### src/cmp_pkg.sv
// Constants and types shared by the range and signed compare datapath.
// Assumes one clock domain; the sequencer supplies operands and a strobe.
package cmp_pkg;
    // ========================================
    // Widths
    localparam int WORD_W = 16;
    localparam int FUNC_W = 12;
    localparam int ADDR_W = 8;
    localparam int IRQ_W = 2;

    // ========================================
    // Default function codes, three BCD digits
    localparam logic [FUNC_W-1:0] CODE_RANGE16_RST = 12'h088;
    localparam logic [FUNC_W-1:0] CODE_RANGE32_RST = 12'h116;
    localparam logic [FUNC_W-1:0] CODE_SIGNED_RST = 12'h114;

    // ========================================
    // Flag positions inside special status word 255
    localparam int STATUS_WORD = 255;
    localparam int ERROR_BIT = 3;
    localparam int GREATER_BIT = 5;
    localparam int EQUAL_BIT = 6;
    localparam int LESS_BIT = 7;

    // ========================================
    // Register map of the plain register port
    localparam logic [ADDR_W-1:0] REG_FLAGS = 8'h00;
    localparam logic [ADDR_W-1:0] REG_CODE16 = 8'h04;
    localparam logic [ADDR_W-1:0] REG_CODE32 = 8'h08;
    localparam logic [ADDR_W-1:0] REG_CODESGN = 8'h0C;
    localparam logic [ADDR_W-1:0] REG_IRQSTAT = 8'h10;
    localparam logic [ADDR_W-1:0] REG_IRQMASK = 8'h14;

    // Interrupt status bits
    localparam int IRQ_DONE = 0;
    localparam int IRQ_ERR = 1;
    localparam logic [IRQ_W-1:0] IRQ_MASK_RST = 2'h0;

    // ========================================
    // Decoded operation, Gray coded along none, 16, 32, signed
    typedef enum logic [1:0] {
        OP_NONE = 2'b00,
        OP_RANGE16 = 2'b01,
        OP_RANGE32 = 2'b11,
        OP_SIGNED = 2'b10
    } op_t;
endpackage : cmp_pkg

### src/range_and_signed_compare.sv
// Range check and signed compare datapath with flags and a register port.
// Assumes the sequencer holds operands stable in the cycle of issue and
// that pointer and area faults come from the operand fetch on this clock.
//
// Our own choices: the placing of the registers and the strobed register port.
`timescale 1ns/1ps
module range_and_signed_compare #(
    parameter int WORD_W = cmp_pkg::WORD_W
) (
    input wire logic ref_clk,
    input wire logic rst_b,
    input wire logic clkEn,
    input wire logic issue,
    input wire logic execCond,
    input wire logic [cmp_pkg::FUNC_W-1:0] funcCode,
    input wire logic [2*WORD_W-1:0] compareValue,
    input wire logic [2*WORD_W-1:0] lowerLimit,
    input wire logic [2*WORD_W-1:0] upperLimit,
    input wire logic [WORD_W-1:0] firstOperand,
    input wire logic [WORD_W-1:0] secondOperand,
    input wire logic pointerNotBcd,
    input wire logic areaOverrun,
    input wire logic [cmp_pkg::ADDR_W-1:0] regAddr,
    input wire logic [WORD_W-1:0] regWrData,
    input wire logic regWr,
    input wire logic regRd,
    output logic [WORD_W-1:0] regRdData,
    output logic greaterFlag,
    output logic equalFlag,
    output logic lessFlag,
    output logic errorFlag,
    output logic [WORD_W-1:0] specialStatus,
    output logic irq
);
    // ========================================
    // Elaboration check
    if (WORD_W < cmp_pkg::LESS_BIT + 1 || WORD_W < cmp_pkg::FUNC_W)
    begin : gBadWord
        $error("WORD_W too narrow for flag bits or function codes");
    end

    localparam int DW = 2 * WORD_W;
    localparam int NCMP = 4;

    // ========================================
    // State of the block
    typedef struct packed {
        logic greater;
        logic equal;
        logic less;
        logic error;
        logic [cmp_pkg::FUNC_W-1:0] code16;
        logic [cmp_pkg::FUNC_W-1:0] code32;
        logic [cmp_pkg::FUNC_W-1:0] codeSigned;
        logic [cmp_pkg::IRQ_W-1:0] irqStatus;
        logic [cmp_pkg::IRQ_W-1:0] irqMask;
        logic [WORD_W-1:0] readData;
    } state_t;

    state_t s;
    state_t next_s;

    // ========================================
    // Decode, range 16 wins if software maps two ops to one code
    cmp_pkg::op_t op;
    always_comb begin
        if (funcCode == s.code16) begin
            op = cmp_pkg::OP_RANGE16;
        end else if (funcCode == s.code32) begin
            op = cmp_pkg::OP_RANGE32;
        end else if (funcCode == s.codeSigned) begin
            op = cmp_pkg::OP_SIGNED;
        end else begin
            op = cmp_pkg::OP_NONE;
        end
    end

    // ========================================
    // Operand steering; 16-bit range uses the low words zero extended
    logic [DW-1:0] valueX;
    logic [DW-1:0] lowX;
    logic [DW-1:0] upX;
    always_comb begin
        if (op == cmp_pkg::OP_RANGE32) begin
            valueX = compareValue;
            lowX = lowerLimit;
            upX = upperLimit;
        end else begin
            valueX = {{WORD_W{1'b0}}, compareValue[WORD_W-1:0]};
            lowX = {{WORD_W{1'b0}}, lowerLimit[WORD_W-1:0]};
            upX = {{WORD_W{1'b0}}, upperLimit[WORD_W-1:0]};
        end
    end

    // Signed operands sign extended to the comparator width
    logic [DW-1:0] firstX;
    logic [DW-1:0] secondX;
    assign firstX = {{WORD_W{firstOperand[WORD_W-1]}}, firstOperand};
    assign secondX = {{WORD_W{secondOperand[WORD_W-1]}}, secondOperand};

    // ========================================
    // Four comparators: value-low, value-up, low-up, first-second
    logic [DW-1:0] cmpA [NCMP];
    logic [DW-1:0] cmpB [NCMP];
    logic [NCMP-1:0] cmpSigned;
    logic [NCMP-1:0] cmpLt;
    logic [NCMP-1:0] cmpEq;
    logic [NCMP-1:0] cmpGt;
    assign cmpA[0] = valueX;
    assign cmpB[0] = lowX;
    assign cmpA[1] = valueX;
    assign cmpB[1] = upX;
    assign cmpA[2] = lowX;
    assign cmpB[2] = upX;
    assign cmpA[3] = firstX;
    assign cmpB[3] = secondX;
    assign cmpSigned = 4'h8; // Only the last one is signed

    for (genvar i = 0; i < NCMP; i++) begin : gCmp
        mag_compare #(
            .WIDTH(DW)
        ) uCmp (
            .a(cmpA[i]),
            .b(cmpB[i]),
            .isSigned(cmpSigned[i]),
            .lt(cmpLt[i]),
            .eq(cmpEq[i]),
            .gt(cmpGt[i])
        );
    end

    // ========================================
    // Execution qualifiers
    logic run;
    logic isRange;
    logic indirectFault;
    logic limitFault;
    logic anyFault;
    assign run = clkEn && issue && execCond
        && (op != cmp_pkg::OP_NONE);
    assign isRange = (op == cmp_pkg::OP_RANGE16)
        || (op == cmp_pkg::OP_RANGE32);
    assign indirectFault = pointerNotBcd || areaOverrun;
    assign limitFault = isRange && cmpGt[2];
    assign anyFault = indirectFault || limitFault;

    // ========================================
    // Next state: flags, register port, interrupt status
    logic [cmp_pkg::IRQ_W-1:0] events;
    always_comb begin
        next_s = s;
        events = '0;
        if (clkEn) begin
            next_s.readData = '0;
            if (run) begin
                events[cmp_pkg::IRQ_DONE] = 1'b1;
                // A fault leaves the result flags as they were
                if (anyFault) begin
                    next_s.error = 1'b1;
                    events[cmp_pkg::IRQ_ERR] = 1'b1;
                end else begin
                    next_s.error = 1'b0;
                    unique case (op)
                        cmp_pkg::OP_RANGE16, cmp_pkg::OP_RANGE32: begin
                            next_s.less = cmpLt[0];
                            next_s.greater = cmpGt[1];
                            next_s.equal = !cmpLt[0] && !cmpGt[1];
                        end
                        cmp_pkg::OP_SIGNED: begin
                            next_s.less = cmpLt[3];
                            next_s.greater = cmpGt[3];
                            next_s.equal = cmpEq[3];
                        end
                        default: begin
                            next_s.less = s.less;
                        end
                    endcase
                end
            end
            // Register writes
            if (regWr) begin
                unique case (regAddr)
                    cmp_pkg::REG_CODE16: begin
                        next_s.code16 = regWrData[cmp_pkg::FUNC_W-1:0];
                    end
                    cmp_pkg::REG_CODE32: begin
                        next_s.code32 = regWrData[cmp_pkg::FUNC_W-1:0];
                    end
                    cmp_pkg::REG_CODESGN: begin
                        next_s.codeSigned = regWrData[cmp_pkg::FUNC_W-1:0];
                    end
                    cmp_pkg::REG_IRQMASK: begin
                        next_s.irqMask = regWrData[cmp_pkg::IRQ_W-1:0];
                    end
                    default: begin
                        next_s.irqMask = s.irqMask;
                    end
                endcase
            end
            // Register reads; unmapped addresses read zero
            if (regRd) begin
                unique case (regAddr)
                    cmp_pkg::REG_FLAGS: begin
                        next_s.readData = specialStatus;
                    end
                    cmp_pkg::REG_CODE16: begin
                        next_s.readData[cmp_pkg::FUNC_W-1:0] = s.code16;
                    end
                    cmp_pkg::REG_CODE32: begin
                        next_s.readData[cmp_pkg::FUNC_W-1:0] = s.code32;
                    end
                    cmp_pkg::REG_CODESGN: begin
                        next_s.readData[cmp_pkg::FUNC_W-1:0] = s.codeSigned;
                    end
                    cmp_pkg::REG_IRQSTAT: begin
                        next_s.readData[cmp_pkg::IRQ_W-1:0] = s.irqStatus;
                    end
                    cmp_pkg::REG_IRQMASK: begin
                        next_s.readData[cmp_pkg::IRQ_W-1:0] = s.irqMask;
                    end
                    default: begin
                        next_s.readData = '0;
                    end
                endcase
            end
            // Read clears status; a same-cycle event still sets its bit
            if (regRd && regAddr == cmp_pkg::REG_IRQSTAT) begin
                next_s.irqStatus = events;
            end else begin
                next_s.irqStatus = s.irqStatus | events;
            end
        end
    end

    // ========================================
    // State register, synchronous reset
    always_ff @(posedge ref_clk) begin
        if (!rst_b) begin
            s <= '{greater: 1'b0, equal: 1'b0, less: 1'b0, error: 1'b0,
                code16: cmp_pkg::CODE_RANGE16_RST,
                code32: cmp_pkg::CODE_RANGE32_RST,
                codeSigned: cmp_pkg::CODE_SIGNED_RST,
                irqStatus: '0, irqMask: cmp_pkg::IRQ_MASK_RST,
                readData: '0};
        end else begin
            s <= next_s;
        end
    end

    // ========================================
    // Outputs straight from flops; irq ORs the masked status flops
    always_comb begin
        specialStatus = '0;
        specialStatus[cmp_pkg::GREATER_BIT] = s.greater;
        specialStatus[cmp_pkg::EQUAL_BIT] = s.equal;
        specialStatus[cmp_pkg::LESS_BIT] = s.less;
        specialStatus[cmp_pkg::ERROR_BIT] = s.error;
    end
    assign greaterFlag = s.greater;
    assign equalFlag = s.equal;
    assign lessFlag = s.less;
    assign errorFlag = s.error;
    assign regRdData = s.readData;
    assign irq = |(s.irqStatus & s.irqMask);
endmodule : range_and_signed_compare

### src/mag_compare.sv
// Combinational magnitude comparator, signed or unsigned per call.
// Assumes operands are already extended to the full width.
`timescale 1ns/1ps
module mag_compare #(
    parameter int WIDTH = 32
) (
    input wire logic [WIDTH-1:0] a,
    input wire logic [WIDTH-1:0] b,
    input wire logic isSigned,
    output logic lt,
    output logic eq,
    output logic gt
);
    // ========================================
    // Elaboration check
    if (WIDTH < 2) begin : gBadWidth
        $error("mag_compare needs WIDTH of at least 2");
    end

    // ========================================
    // Flipping the sign bits turns a signed order into an unsigned one
    logic [WIDTH-1:0] aKey;
    logic [WIDTH-1:0] bKey;
    always_comb begin
        aKey = a;
        bKey = b;
        if (isSigned) begin
            aKey[WIDTH-1] = ~a[WIDTH-1];
            bKey[WIDTH-1] = ~b[WIDTH-1];
        end
        lt = aKey < bKey;
        eq = aKey == bKey;
        gt = aKey > bKey;
    end
endmodule : mag_compare

### config.mk
export PLATFORM = sky130hd
export DESIGN_NAME = range_and_signed_compare
export DESIGN_NICKNAME = d
export VERILOG_FILES = /design/src/cmp_pkg.sv /design/src/range_and_signed_compare.sv /design/src/mag_compare.sv
export SDC_FILE = /design/constraint.sdc
export NUM_CORES = 1
export LEC_CHECK = 0
export ABC_AREA = 1
export BUFFER_PORTS_ARGS = -buffer_cell sky130_fd_sc_hd__buf_4
export CAP_MARGIN = 20
export CORE_UTILIZATION = 58
export DETAILED_ROUTE_END_ITERATION = 6
export PLACE_DENSITY_LB_ADDON = 0.12
export SLEW_MARGIN = 20
export SYNTH_ARGS = -nofsm -noshare
export SYNTH_HDL_FRONTEND = slang
export SYNTH_HIERARCHICAL = 1
export SYNTH_SLANG_ARGS = --single-unit
export TNS_END_PERCENT = 100
### constraint.sdc
create_clock -name ref_clk -period 9 [get_ports ref_clk]
set_clock_uncertainty 0.15 [all_clocks]
set_input_delay 1.35 -clock ref_clk [delete_from_list [all_inputs] [get_ports ref_clk]]
set_output_delay 1.35 -clock ref_clk [all_outputs]
set_load 0.01 [all_outputs]
==> results of run 1 <==
[state kept, by name (all words and copies together), names as in the netlist]
| signal | cells |
|---|---|
| greaterFlag | 1 |
| regRdData | 12 |
| equalFlag | 1 |
| s | 40 |
| errorFlag | 1 |
| lessFlag | 1 |
[per-layer routing]
layer  up-vias  part of all wire  track usage
met5         -                 0            0
met4         0             0.029       0.0930
met3        41             0.054       0.0276
met2       213              0.48        0.517
met1      3125              0.44        0.344
li1       3955                 -            -
[worst max-delay path, cell delays in order]
cell                      delay (ns)
sky130_fd_sc_hd__buf_4          0.12
sky130_fd_sc_hd__inv_1          0.08
sky130_fd_sc_hd__nand2_1        0.06
sky130_fd_sc_hd__nand2_1        0.06
sky130_fd_sc_hd__nand2_1        0.09
sky130_fd_sc_hd__nor2_1         0.14
sky130_fd_sc_hd__nand3_2        0.18
sky130_fd_sc_hd__nand4_1        0.14
sky130_fd_sc_hd__buf_4          0.41
sky130_fd_sc_hd__nor2_1         0.13
sky130_fd_sc_hd__ha_1           0.32
sky130_fd_sc_hd__nand2_1        0.07
sky130_fd_sc_hd__nor2_1         0.16
sky130_fd_sc_hd__nand4_1        0.17
sky130_fd_sc_hd__a21oi_1        0.16
sky130_fd_sc_hd__nor2_1         0.05
sky130_fd_sc_hd__a21oi_1        0.27
sky130_fd_sc_hd__nor2_1         0.10
sky130_fd_sc_hd__nand2_1        0.08
sky130_fd_sc_hd__nand2_1        0.05
sky130_fd_sc_hd__nand3_1        0.07
sky130_fd_sc_hd__nand2_1        0.05
[worst min-delay path by stage]
| stage | from | endpoint | slack [ns] | cells past startpoint |
|---|---|---|---|---|
| after floorplan | s[17]$_SDFFE_PN0P_ | s[17]$_SDFFE_PN0P_ | 0.29 | 2 |
| after global placement | s[17]$_SDFFE_PN0P_ | s[17]$_SDFFE_PN0P_ | 0.30 | 2 |
| after detailed placement | regRdData[0]$_SDFFE_PN0P_ | regRdData[0]$_SDFFE_PN0P_ | 0.31 | 2 |
| after CTS | regRdData[0]$_SDFFE_PN0P_ | regRdData[0]$_SDFFE_PN0P_ | 0.32 | 2 |
| after global routing | regRdData[2]$_SDFFE_PN0P_ | regRdData[2]$_SDFFE_PN0P_ | 0.34 | 2 |
| final | regRdData[1]$_SDFFE_PN0P_ | regRdData[1]$_SDFFE_PN0P_ | 0.32 | 2 |
[cell type report]
cell class	count	area (µm²)	area share
multi-input combinational	835	4810	0.552
clock buffer	6	129	0.0148
sequential	56	1120	0.129
tap	168	210	0.0241
timing repair buffer	191	1430	0.165
clock inverter	1	5.00	0.000574
inverter	263	1000	0.115
[cell usage in the layout (no fill, tap or decap), drive strengths merged, types with 16 or more instances in the layout]
master,instances
nand2,298
inv,262
buf,191
nor2,141
ha,124
a21oi,85
dfxtp,56
o21ai,56
nand3,34
conb,24
xnor2,16
[stage by stage]
step | std cells | util | power [mW] | area [µm²] | hold slack (ns)
global route | 1520 | 0.722 | 0.666 | 8710 | 0.340
global placement | 1513 | 0.711 | 0.439 | 8580 | 0.300
detailed placement | 1513 | 0.711 | 0.445 | 8580 | 0.308
CTS | 1520 | 0.722 | 0.627 | 8710 | 0.318
finish | 1520 | 0.722 | 0.628 | 8710 | 0.316
floorplan | 1204 | - | 0.361 | 7280 | 0.288
[power by group through the flow]
stage                     combinational, mW  clock, mW  sequential (mW)
after floorplan                       0.107          0            0.254
after global placement                0.185          0            0.254
after detailed placement              0.191          0            0.254
after CTS                             0.193      0.187            0.248
after global routing                  0.221      0.197            0.248
final                                 0.192      0.188            0.248
==> out/qor.txt, run 1 <==
result of the run = complete, no violations
first-pass GRT wire length = 30.0 mm
part of the total power dissipated in sequential elements = 0.395
chip height = 113 µm
drt via density = 4.83
fraction of power spent switching nets = 0.293
clock insertion delay at the later pin of the skew report = 0.29 ns
area of the core = 12,100 µm²
peak supply drop = 0.000120 V
number of optimization iterations in the first detailed-route pass = 5
initial antenna violation count = 0
Slew Limit Headroom = 0.597
drt initial violations = 361
clock net sink count = 56
via total after detailed routing = 7,334
leakage dissipation = 5.09 nW
pins over their slew limit = 0
data arrival time of the critical path = 4.32 ns
grt ovf = 0
post-detailed-route wirelength per cell = 11.7 µm
final setup fails = 0
Max clock buf depth = 2
Worst Setup EP = equalFlag$_SDFFE_PN0P_
internal cell power = 0.444 mW
ratio of cells with drive above 1 in the final layout = 0.173
synthesized area per cell = 6.09 µm²
number of resized instances in the post-cts repair step = 0
Worst Reg2Reg Path Length in Cells = 21
critical register-to-register path endpoint = equalFlag$_SDFFE_PN0P_
total inserted antenna cells = 0
post-route ant nets = 0
TritonCTS clock tree = yes
critical setup path kind = in2reg
crit path time final = 4.27 ns
power density cells = 72.1 nW/µm²
critical path startpoint category = primary input
layout-stage area growth over the synthesis result = 21.0%
Hold Buf Count CTS = 0
number of warnings printed during yosys synthesis = 6
post-synthesis instance area = 7200 µm²
final critical-path setup slack = 4.73 ns
die width = 113 µm
Mapped Cells = 1,182
Crit. End Element = register
vias in the first global route = 7,013
worst setup slack before clock tree synthesis = 4.44 ns
# IOs = 210
number of core rows = 40
CTS root buffer = sky130_fd_sc_hd__clkbuf_16
count of H-tree levels built during CTS = 2
maximum operating frequency = 0.234 GHz
final net count = 1,649
setup repair after global routing missed its margin = no
critical path required time = 9.05 ns
Buffers on Ports = 189
number of CTS-inserted buffers = 5
Total Die Area = 12,900 µm²
Worst R2R Start = s[46]$_SDFFE_PN0P_
total detailed-routing wirelength = 17.7 mm
largest net degree at the start of global routing = 49
number of filler cells placed in the layout = 1,087
clock input transition at the sequential cells of the worst setup and hold paths = 0.07 ns
final count of hold timing violations = 0
Total Negative Setup Slacks = 0 ns
net switching power = 0.184 mW
Post-DP HPWL = 14.8 mm
Final Cycle Share = 0.475
proportion of power drawn by combinational gates = 0.305
initial cell density of the core = 0.597
max-cap violation count = 0
total global routing track utilization = 0.282
DRC Markers = 0
largest fanout of any net on the critical path = 48
worst min path class = reg2reg
number of setup buffers added after CTS = 0
worst setup path startpoint = funcCode[2]
slew at the pin closest to its max-slew limit = 0.600 ns
Register-to-Register Setup Slack = 5.59 ns
clock group share of total power = 0.300
routability congestion estimate = 0.843
No activity file was read; power rests on OpenSTA's default activity.
==> run 2, diff against run 1 <==
CORE_UTILIZATION = 54   (was 58)
clock period = 3.95 ns   (was 9 ns; I/O delays follow)
==> run 2 against run 1 <==
Effect of this change:
- core utilization decreased by 3.8 points
- worst hold slack got worse by 0.00050 ns
- register-to-register slack lost 4.8 ns
- first-iteration DRC count is 14% higher
==> out/qor.txt, run 2 (synthesis gave the netlist of run 1 again) <==
DRC Markers = 0
chip height = 117 µm
post-detailed-route wirelength per cell = 11.7 µm
number of setup buffers added after CTS = 0
via total after detailed routing = 7,411
pins over their slew limit = 0
data arrival time of the critical path = 3.29 ns
maximum operating frequency = 0.308 GHz
setup repair after global routing missed its margin = no
Total Negative Setup Slacks = 0 ns
final net count = 1,649
Worst R2R Start = s[32]$_SDFFE_PN0P_
crit path time final = 3.25 ns
final setup fails = 0
flip-flop count of the largest register, all copies and words added = 40
number of resized instances in the post-cts repair step = 0
clock input transition at the sequential cells of the worst setup and hold paths = 0.07 ns
drt via density = 4.86
Worst Reg2Reg Path Length in Cells = 21
critical register-to-register path endpoint = equalFlag$_SDFFE_PN0P_
count of H-tree levels built during CTS = 2
TritonCTS clock tree = yes
Routed met1 length = 8.36 mm
total inserted antenna cells = 0
largest net degree at the start of global routing = 49
max-cap violation count = 0
total global routing track utilization = 0.262
number of filler cells placed in the layout = 1,245
clock net sink count = 56
slew at the pin closest to its max-slew limit = 0.674 ns
die width = 117 µm
result of the run = complete, no violations
ratio of cells with drive above 1 in the final layout = 0.174
area of the core = 12,800 µm²
power density cells = 176 nW/µm²
initial cell density of the core = 0.561
Register-to-Register Setup Slack = 0.80 ns
first-pass GRT wire length = 30.4 mm
critical path required time = 3.99 ns
final count of hold timing violations = 0
initial antenna violation count = 0
worst min path class = reg2reg
Crit. End Element = register
critical path startpoint category = primary input
clock insertion delay at the later pin of the skew report = 0.30 ns
number of optimization iterations in the first detailed-route pass = 7
layout-stage area growth over the synthesis result = 22.0%
top layer reached by signal wires = met4
routability congestion estimate = 0.899
met2 layer wire length in the routed design = 8.38 mm
Slew Limit Headroom = 0.547
total detailed-routing wirelength = 17.9 mm
DR WL met3 = 846 µm
largest fanout of any net on the critical path = 48
leading cell type in the layout, fill and taps excluded = sky130_fd_sc_hd__nand2_1
leakage dissipation = 5.12 nW
worst setup path startpoint = funcCode[8]
grt ovf = 0
number of CTS-inserted buffers = 5
Post-DP HPWL = 15.0 mm
drt initial violations = 412
peak supply drop = 0.000301 V
number of core rows = 41
Worst Setup EP = equalFlag$_SDFFE_PN0P_
Buffers on Ports = 189
most flop-heavy register = s
critical setup path kind = in2reg
Hold Buf Count CTS = 0
vias in the first global route = 6,855
CTS root buffer = sky130_fd_sc_hd__clkbuf_16
# IOs = 210
post-route ant nets = 0
Total Die Area = 13,800 µm²
Max clock buf depth = 2
minimum hold slack = 0.315 ns
Final Cycle Share = 0.822
most used cells in the layout excluding fill and tap cells = sky130_fd_sc_hd__nand2_1, sky130_fd_sc_hd__inv_1, sky130_fd_sc_hd__buf_4, sky130_fd_sc_hd__nor2_1, sky130_fd_sc_hd__ha_1
[run 2: cell types whose count changed in the layout (fill, tap and decap cells not counted)]
cell,previous run,this run
sky130_fd_sc_hd__clkbuf_1,1,0
sky130_fd_sc_hd__buf_4,191,190
sky130_fd_sc_hd__bufinv_16,0,1
sky130_fd_sc_hd__clkinv_2,1,0
sky130_fd_sc_hd__buf_12,0,1
sky130_fd_sc_hd__clkbuf_8,0,2
[run 2: metal layers]
metal | GRT usage | up-vias
met5 | 0 | -
met2 | 0.465 | 196
met3 | 0.0271 | 19
met1 | 0.341 | 3244
li1 | - | 3952
met4 | 0.0577 | 0
[run 2: critical path: stages]
cell and delay (ns):
sky130_fd_sc_hd__buf_4 0.13, sky130_fd_sc_hd__inv_1 0.08, sky130_fd_sc_hd__nand2_1 0.06, sky130_fd_sc_hd__nand2_1 0.06, sky130_fd_sc_hd__nand2_1 0.07, sky130_fd_sc_hd__nor2_1 0.24
sky130_fd_sc_hd__nand4_1 0.20, sky130_fd_sc_hd__buf_12 0.22, sky130_fd_sc_hd__nor2_1 0.13, sky130_fd_sc_hd__inv_1 0.06, sky130_fd_sc_hd__ha_1 0.29, sky130_fd_sc_hd__nand2_1 0.08
sky130_fd_sc_hd__nor2_1 0.13, sky130_fd_sc_hd__nand4_1 0.15, sky130_fd_sc_hd__a21oi_1 0.15, sky130_fd_sc_hd__nor2_1 0.05, sky130_fd_sc_hd__a21oi_1 0.25, sky130_fd_sc_hd__nor2_1 0.09
sky130_fd_sc_hd__nand2_1 0.07, sky130_fd_sc_hd__nand2_1 0.04, sky130_fd_sc_hd__nand3_1 0.07, sky130_fd_sc_hd__nand2_1 0.05
[run 2: how the worst min path moves through the flow]
stage	from	end	slack, ns	cells past startpoint
floorplan	s[17]$_SDFFE_PN0P_	s[17]$_SDFFE_PN0P_	0.29	2
detailed placement	s[17]$_SDFFE_PN0P_	s[17]$_SDFFE_PN0P_	0.30	2
finish	s[17]$_SDFFE_PN0P_	s[17]$_SDFFE_PN0P_	0.32	2
global route	regRdData[11]$_SDFFE_PN0P_	regRdData[11]$_SDFFE_PN0P_	0.33	2
global placement	s[17]$_SDFFE_PN0P_	s[17]$_SDFFE_PN0P_	0.30	2
CTS	s[17]$_SDFFE_PN0P_	s[17]$_SDFFE_PN0P_	0.31	2
[run 2: final cells by class]
type	instances	area, µm²	area share
well taps	172	215	0.0245
inverters	263	1000	0.114
repair buffers	191	1450	0.165
flip-flops and latches	56	1120	0.128
multi-input cells	835	4810	0.548
clock inverters	1	30.0	0.00342
clock buffers	7	153	0.0174
[run 2: per-stage QoR]
step,power (mW),instance area [µm²],std cells,setup WS (ns),utilization
final,1.54,8780,1525,0.705,0.684
after global routing,1.63,8780,1525,0.347,0.684
after CTS,1.54,8780,1525,0.683,0.684
after detailed placement,1.02,8600,1517,0.392,0.670
after global placement,1.01,8600,1517,0.438,0.670
after floorplan,0.822,7280,1204,0.892,-
[run 2: report_power, final]
group          total, mW  switching, mW  internal [mW]  leakage, nW
Clock              0.536          0.202          0.334       0.0901
Sequential         0.565       0.000353          0.565        0.451
Combinational      0.440          0.224          0.215         4.58
==> run 3, diff against run 2 <==
ABC_AREA = 0   (was 1)
CORE_UTILIZATION = 48   (was 54)
clock period = 2.65 ns   (was 3.95 ns; I/O delays follow)
==> run 3 against run 2 <==
Effect of this change:
- the flow now finishes with violations (negative setup slack)
- final area is 5.6% higher
- global-route usage down 0.90 points
- total power increased by 40%
- critical path type is now reg2reg
- worst setup slack worse by 1.6 ns
==> out/qor.txt, run 3 <==
number of warnings printed during yosys synthesis = 6
data arrival time of the critical path = 3.59 ns
minimum hold slack = 0.190 ns
synthesized area per cell = 7.92 µm²
largest fanout of any net on the critical path = 5
CTS root buffer = sky130_fd_sc_hd__clkbuf_16
Max clock buf depth = 2
total inserted antenna cells = 0
total area of multi-input combinational cells = 5140 µm²
Final Cycle Share = 1.34
chip height = 120 µm
Crit. End Element = register
peak supply drop = 0.000335 V
first-pass GRT wire length = 29.9 mm
die width = 120 µm
leading cell type in the layout, fill and taps excluded = sky130_fd_sc_hd__buf_4
max-cap violation count = 0
critical path required time = 2.68 ns
routability congestion estimate = 0.853
Hold Buf Count CTS = 0
via total after detailed routing = 6,553
DRC Markers = 0
number of optimization iterations in the first detailed-route pass = 4
number of CTS-inserted buffers = 5
Worst R2R Start = s[42]$_SDFFE_PN0P_
final count of hold timing violations = 0
share of the core filled with cells in the final layout = 0.689
TritonCTS clock tree = yes
post-detailed-route wirelength per cell = 14.3 µm
worst setup path startpoint = s[42]$_SDFFE_PN0P_
most used cells in the layout excluding fill and tap cells = sky130_fd_sc_hd__buf_4, sky130_fd_sc_hd__inv_1, sky130_fd_sc_hd__ha_1, sky130_fd_sc_hd__nor2_1, sky130_fd_sc_hd__a21oi_1
critical setup path kind = reg2reg
result of the run = complete, but fails checks
final setup fails = 5
initial antenna violation count = 0
largest net degree at the start of global routing = 33
category of cells accounting for the largest share of critical-path delay = simple AND/OR/NAND/NOR gates
final net count = 1,405
crit path time final = 3.56 ns
slew at the pin closest to its max-slew limit = 0.556 ns
total detailed-routing wirelength = 18.4 mm
Total Negative Setup Slacks = -4.38 ns
area of the core = 13,500 µm²
drt via density = 5.10
count of H-tree levels built during CTS = 2
number of core rows = 42
clock insertion delay at the later pin of the skew report = 0.29 ns
worst stage delay on the critical path = 0.33 ns
Total Die Area = 14,500 µm²
storage element area = 1130 µm²
Worst Min Path Start = regWrData[8]
# IOs = 210
total global routing track utilization = 0.253
flip-flop count of the largest register, all copies and words added = 40
critical-path cell list = xor2_1 > nor4_1 > nand3_1 > nor2b_4 > buf_6 > and2_4 > inv_1 > ha_1 > a21o_1 > a21oi_2 > a21oi_1 > o31ai_1 > a41oi_2 > nor2_2 > nand2_2 > buf_6 > nor2_1 > nand2_1 > o2111a_1
most flop-heavy register = s
post-synthesis instance area = 6730 µm²
count of buffering cells on the critical path with inverters included = 3
ratio of cells with drive above 1 in the final layout = 0.329
Overall Power = 2.15 mW
grt ovf = 0
drt initial violations = 264
Slew Limit Headroom = 0.628
setup repair after global routing missed its margin = yes
post-route ant nets = 0
pins over their slew limit = 0
clock net sink count = 56
final standard cell area without fillers = 9270 µm²
final critical-path setup slack = -0.912 ns
power density cells = 232 nW/µm²
maximum operating frequency = 0.281 GHz
worst min path class = in2reg
critical path startpoint category = register
initial cell density of the core = 0.500
Mapped Cells = 849
crit-path most repeated cell = sky130_fd_sc_hd__buf_6
clock input transition at the sequential cells of the worst setup and hold paths = 0.07 ns
slowest stage cell on the critical path = sky130_fd_sc_hd__dfxtp_2
layout-stage area growth over the synthesis result = 37.8%
Buffers on Ports = 189
number of filler cells placed in the layout = 1,173
violations in the final reports = negative setup slack
Post-DP HPWL = 14.9 mm
vias in the first global route = 6,444
area after detailed placement = 8810 µm²
leakage dissipation = 4.64 nW
==> run 3: through the flow <==
stage / std cells / setup slack (ns)
2_1_floorplan: 871 / -0.606
3_3_place_gp: 1267 / -1.13
3_5_place_dp: 1267 / -1.15
4_1_cts: 1285 / -0.885
5_1_grt: 1285 / -1.07
6_report: 1285 / -0.912
==> run 3: area by class of cell <==
type	instances	share of cell area
Multi-Input combinational cell	637	0.554
Timing Repair Buffer	280	0.232
Sequential cell	56	0.122
Inverter	128	0.0521
Tap cell	176	0.0238
Clock buffer	8	0.0158
==> run 3: worst reg2reg max path, cell delays in order, from the launching register on <==
cell                       delay, ns
sky130_fd_sc_hd__dfxtp_2        0.33
sky130_fd_sc_hd__xor2_1         0.15
sky130_fd_sc_hd__nor4_1         0.31
sky130_fd_sc_hd__nand3_1        0.18
sky130_fd_sc_hd__nor2b_4        0.17
sky130_fd_sc_hd__buf_6          0.15
sky130_fd_sc_hd__and2_4         0.15
sky130_fd_sc_hd__inv_1          0.04
sky130_fd_sc_hd__ha_1           0.31
sky130_fd_sc_hd__a21o_1         0.17
sky130_fd_sc_hd__a21oi_2        0.14
sky130_fd_sc_hd__a21oi_1        0.06
sky130_fd_sc_hd__o31ai_1        0.26
sky130_fd_sc_hd__a41oi_2        0.18
sky130_fd_sc_hd__nor2_2         0.18
sky130_fd_sc_hd__nand2_2        0.11
sky130_fd_sc_hd__buf_6          0.14
sky130_fd_sc_hd__nor2_1         0.09
sky130_fd_sc_hd__nand2_1        0.06
sky130_fd_sc_hd__o2111a_1       0.12
==> run 3: path summary, 6_finish.rpt <==
check	to	slack [ns]	cells after the start
worst max register to register	greaterFlag$_SDFFE_PN0P_	-0.91	19
worst max-delay path	greaterFlag$_SDFFE_PN0P_	-0.91	19
worst min register to register	regRdData[10]$_SDFFE_PN0P_	0.34	2
worst min-delay path	s[28]$_SDFFE_PN1P_	0.19	3
==> run 3: report_power, final <==
| group | total, mW | switching (mW) | internal, mW |
|---|---|---|---|
| sequential | 0.842 | 0.000406 | 0.841 |
| combinational | 0.651 | 0.302 | 0.350 |
| clock | 0.662 | 0.284 | 0.378 |
==> run 3: timing repair <==
action	CTS	global route
pin swaps	17	24
cloned	2	0
endpoints found under the setup margin	5	5
hold endpoints to repair	0	0
buffers inserted	8	0
resized for setup	33	25
==> run 3: metal layers <==
metal  global-route usage  share of wire  wire length (µm)
met5                    0              0                 0
met4               0.0718          0.022               412
met3               0.0283          0.040               726
met2                0.454           0.48              8900
met1                0.318           0.45              8320
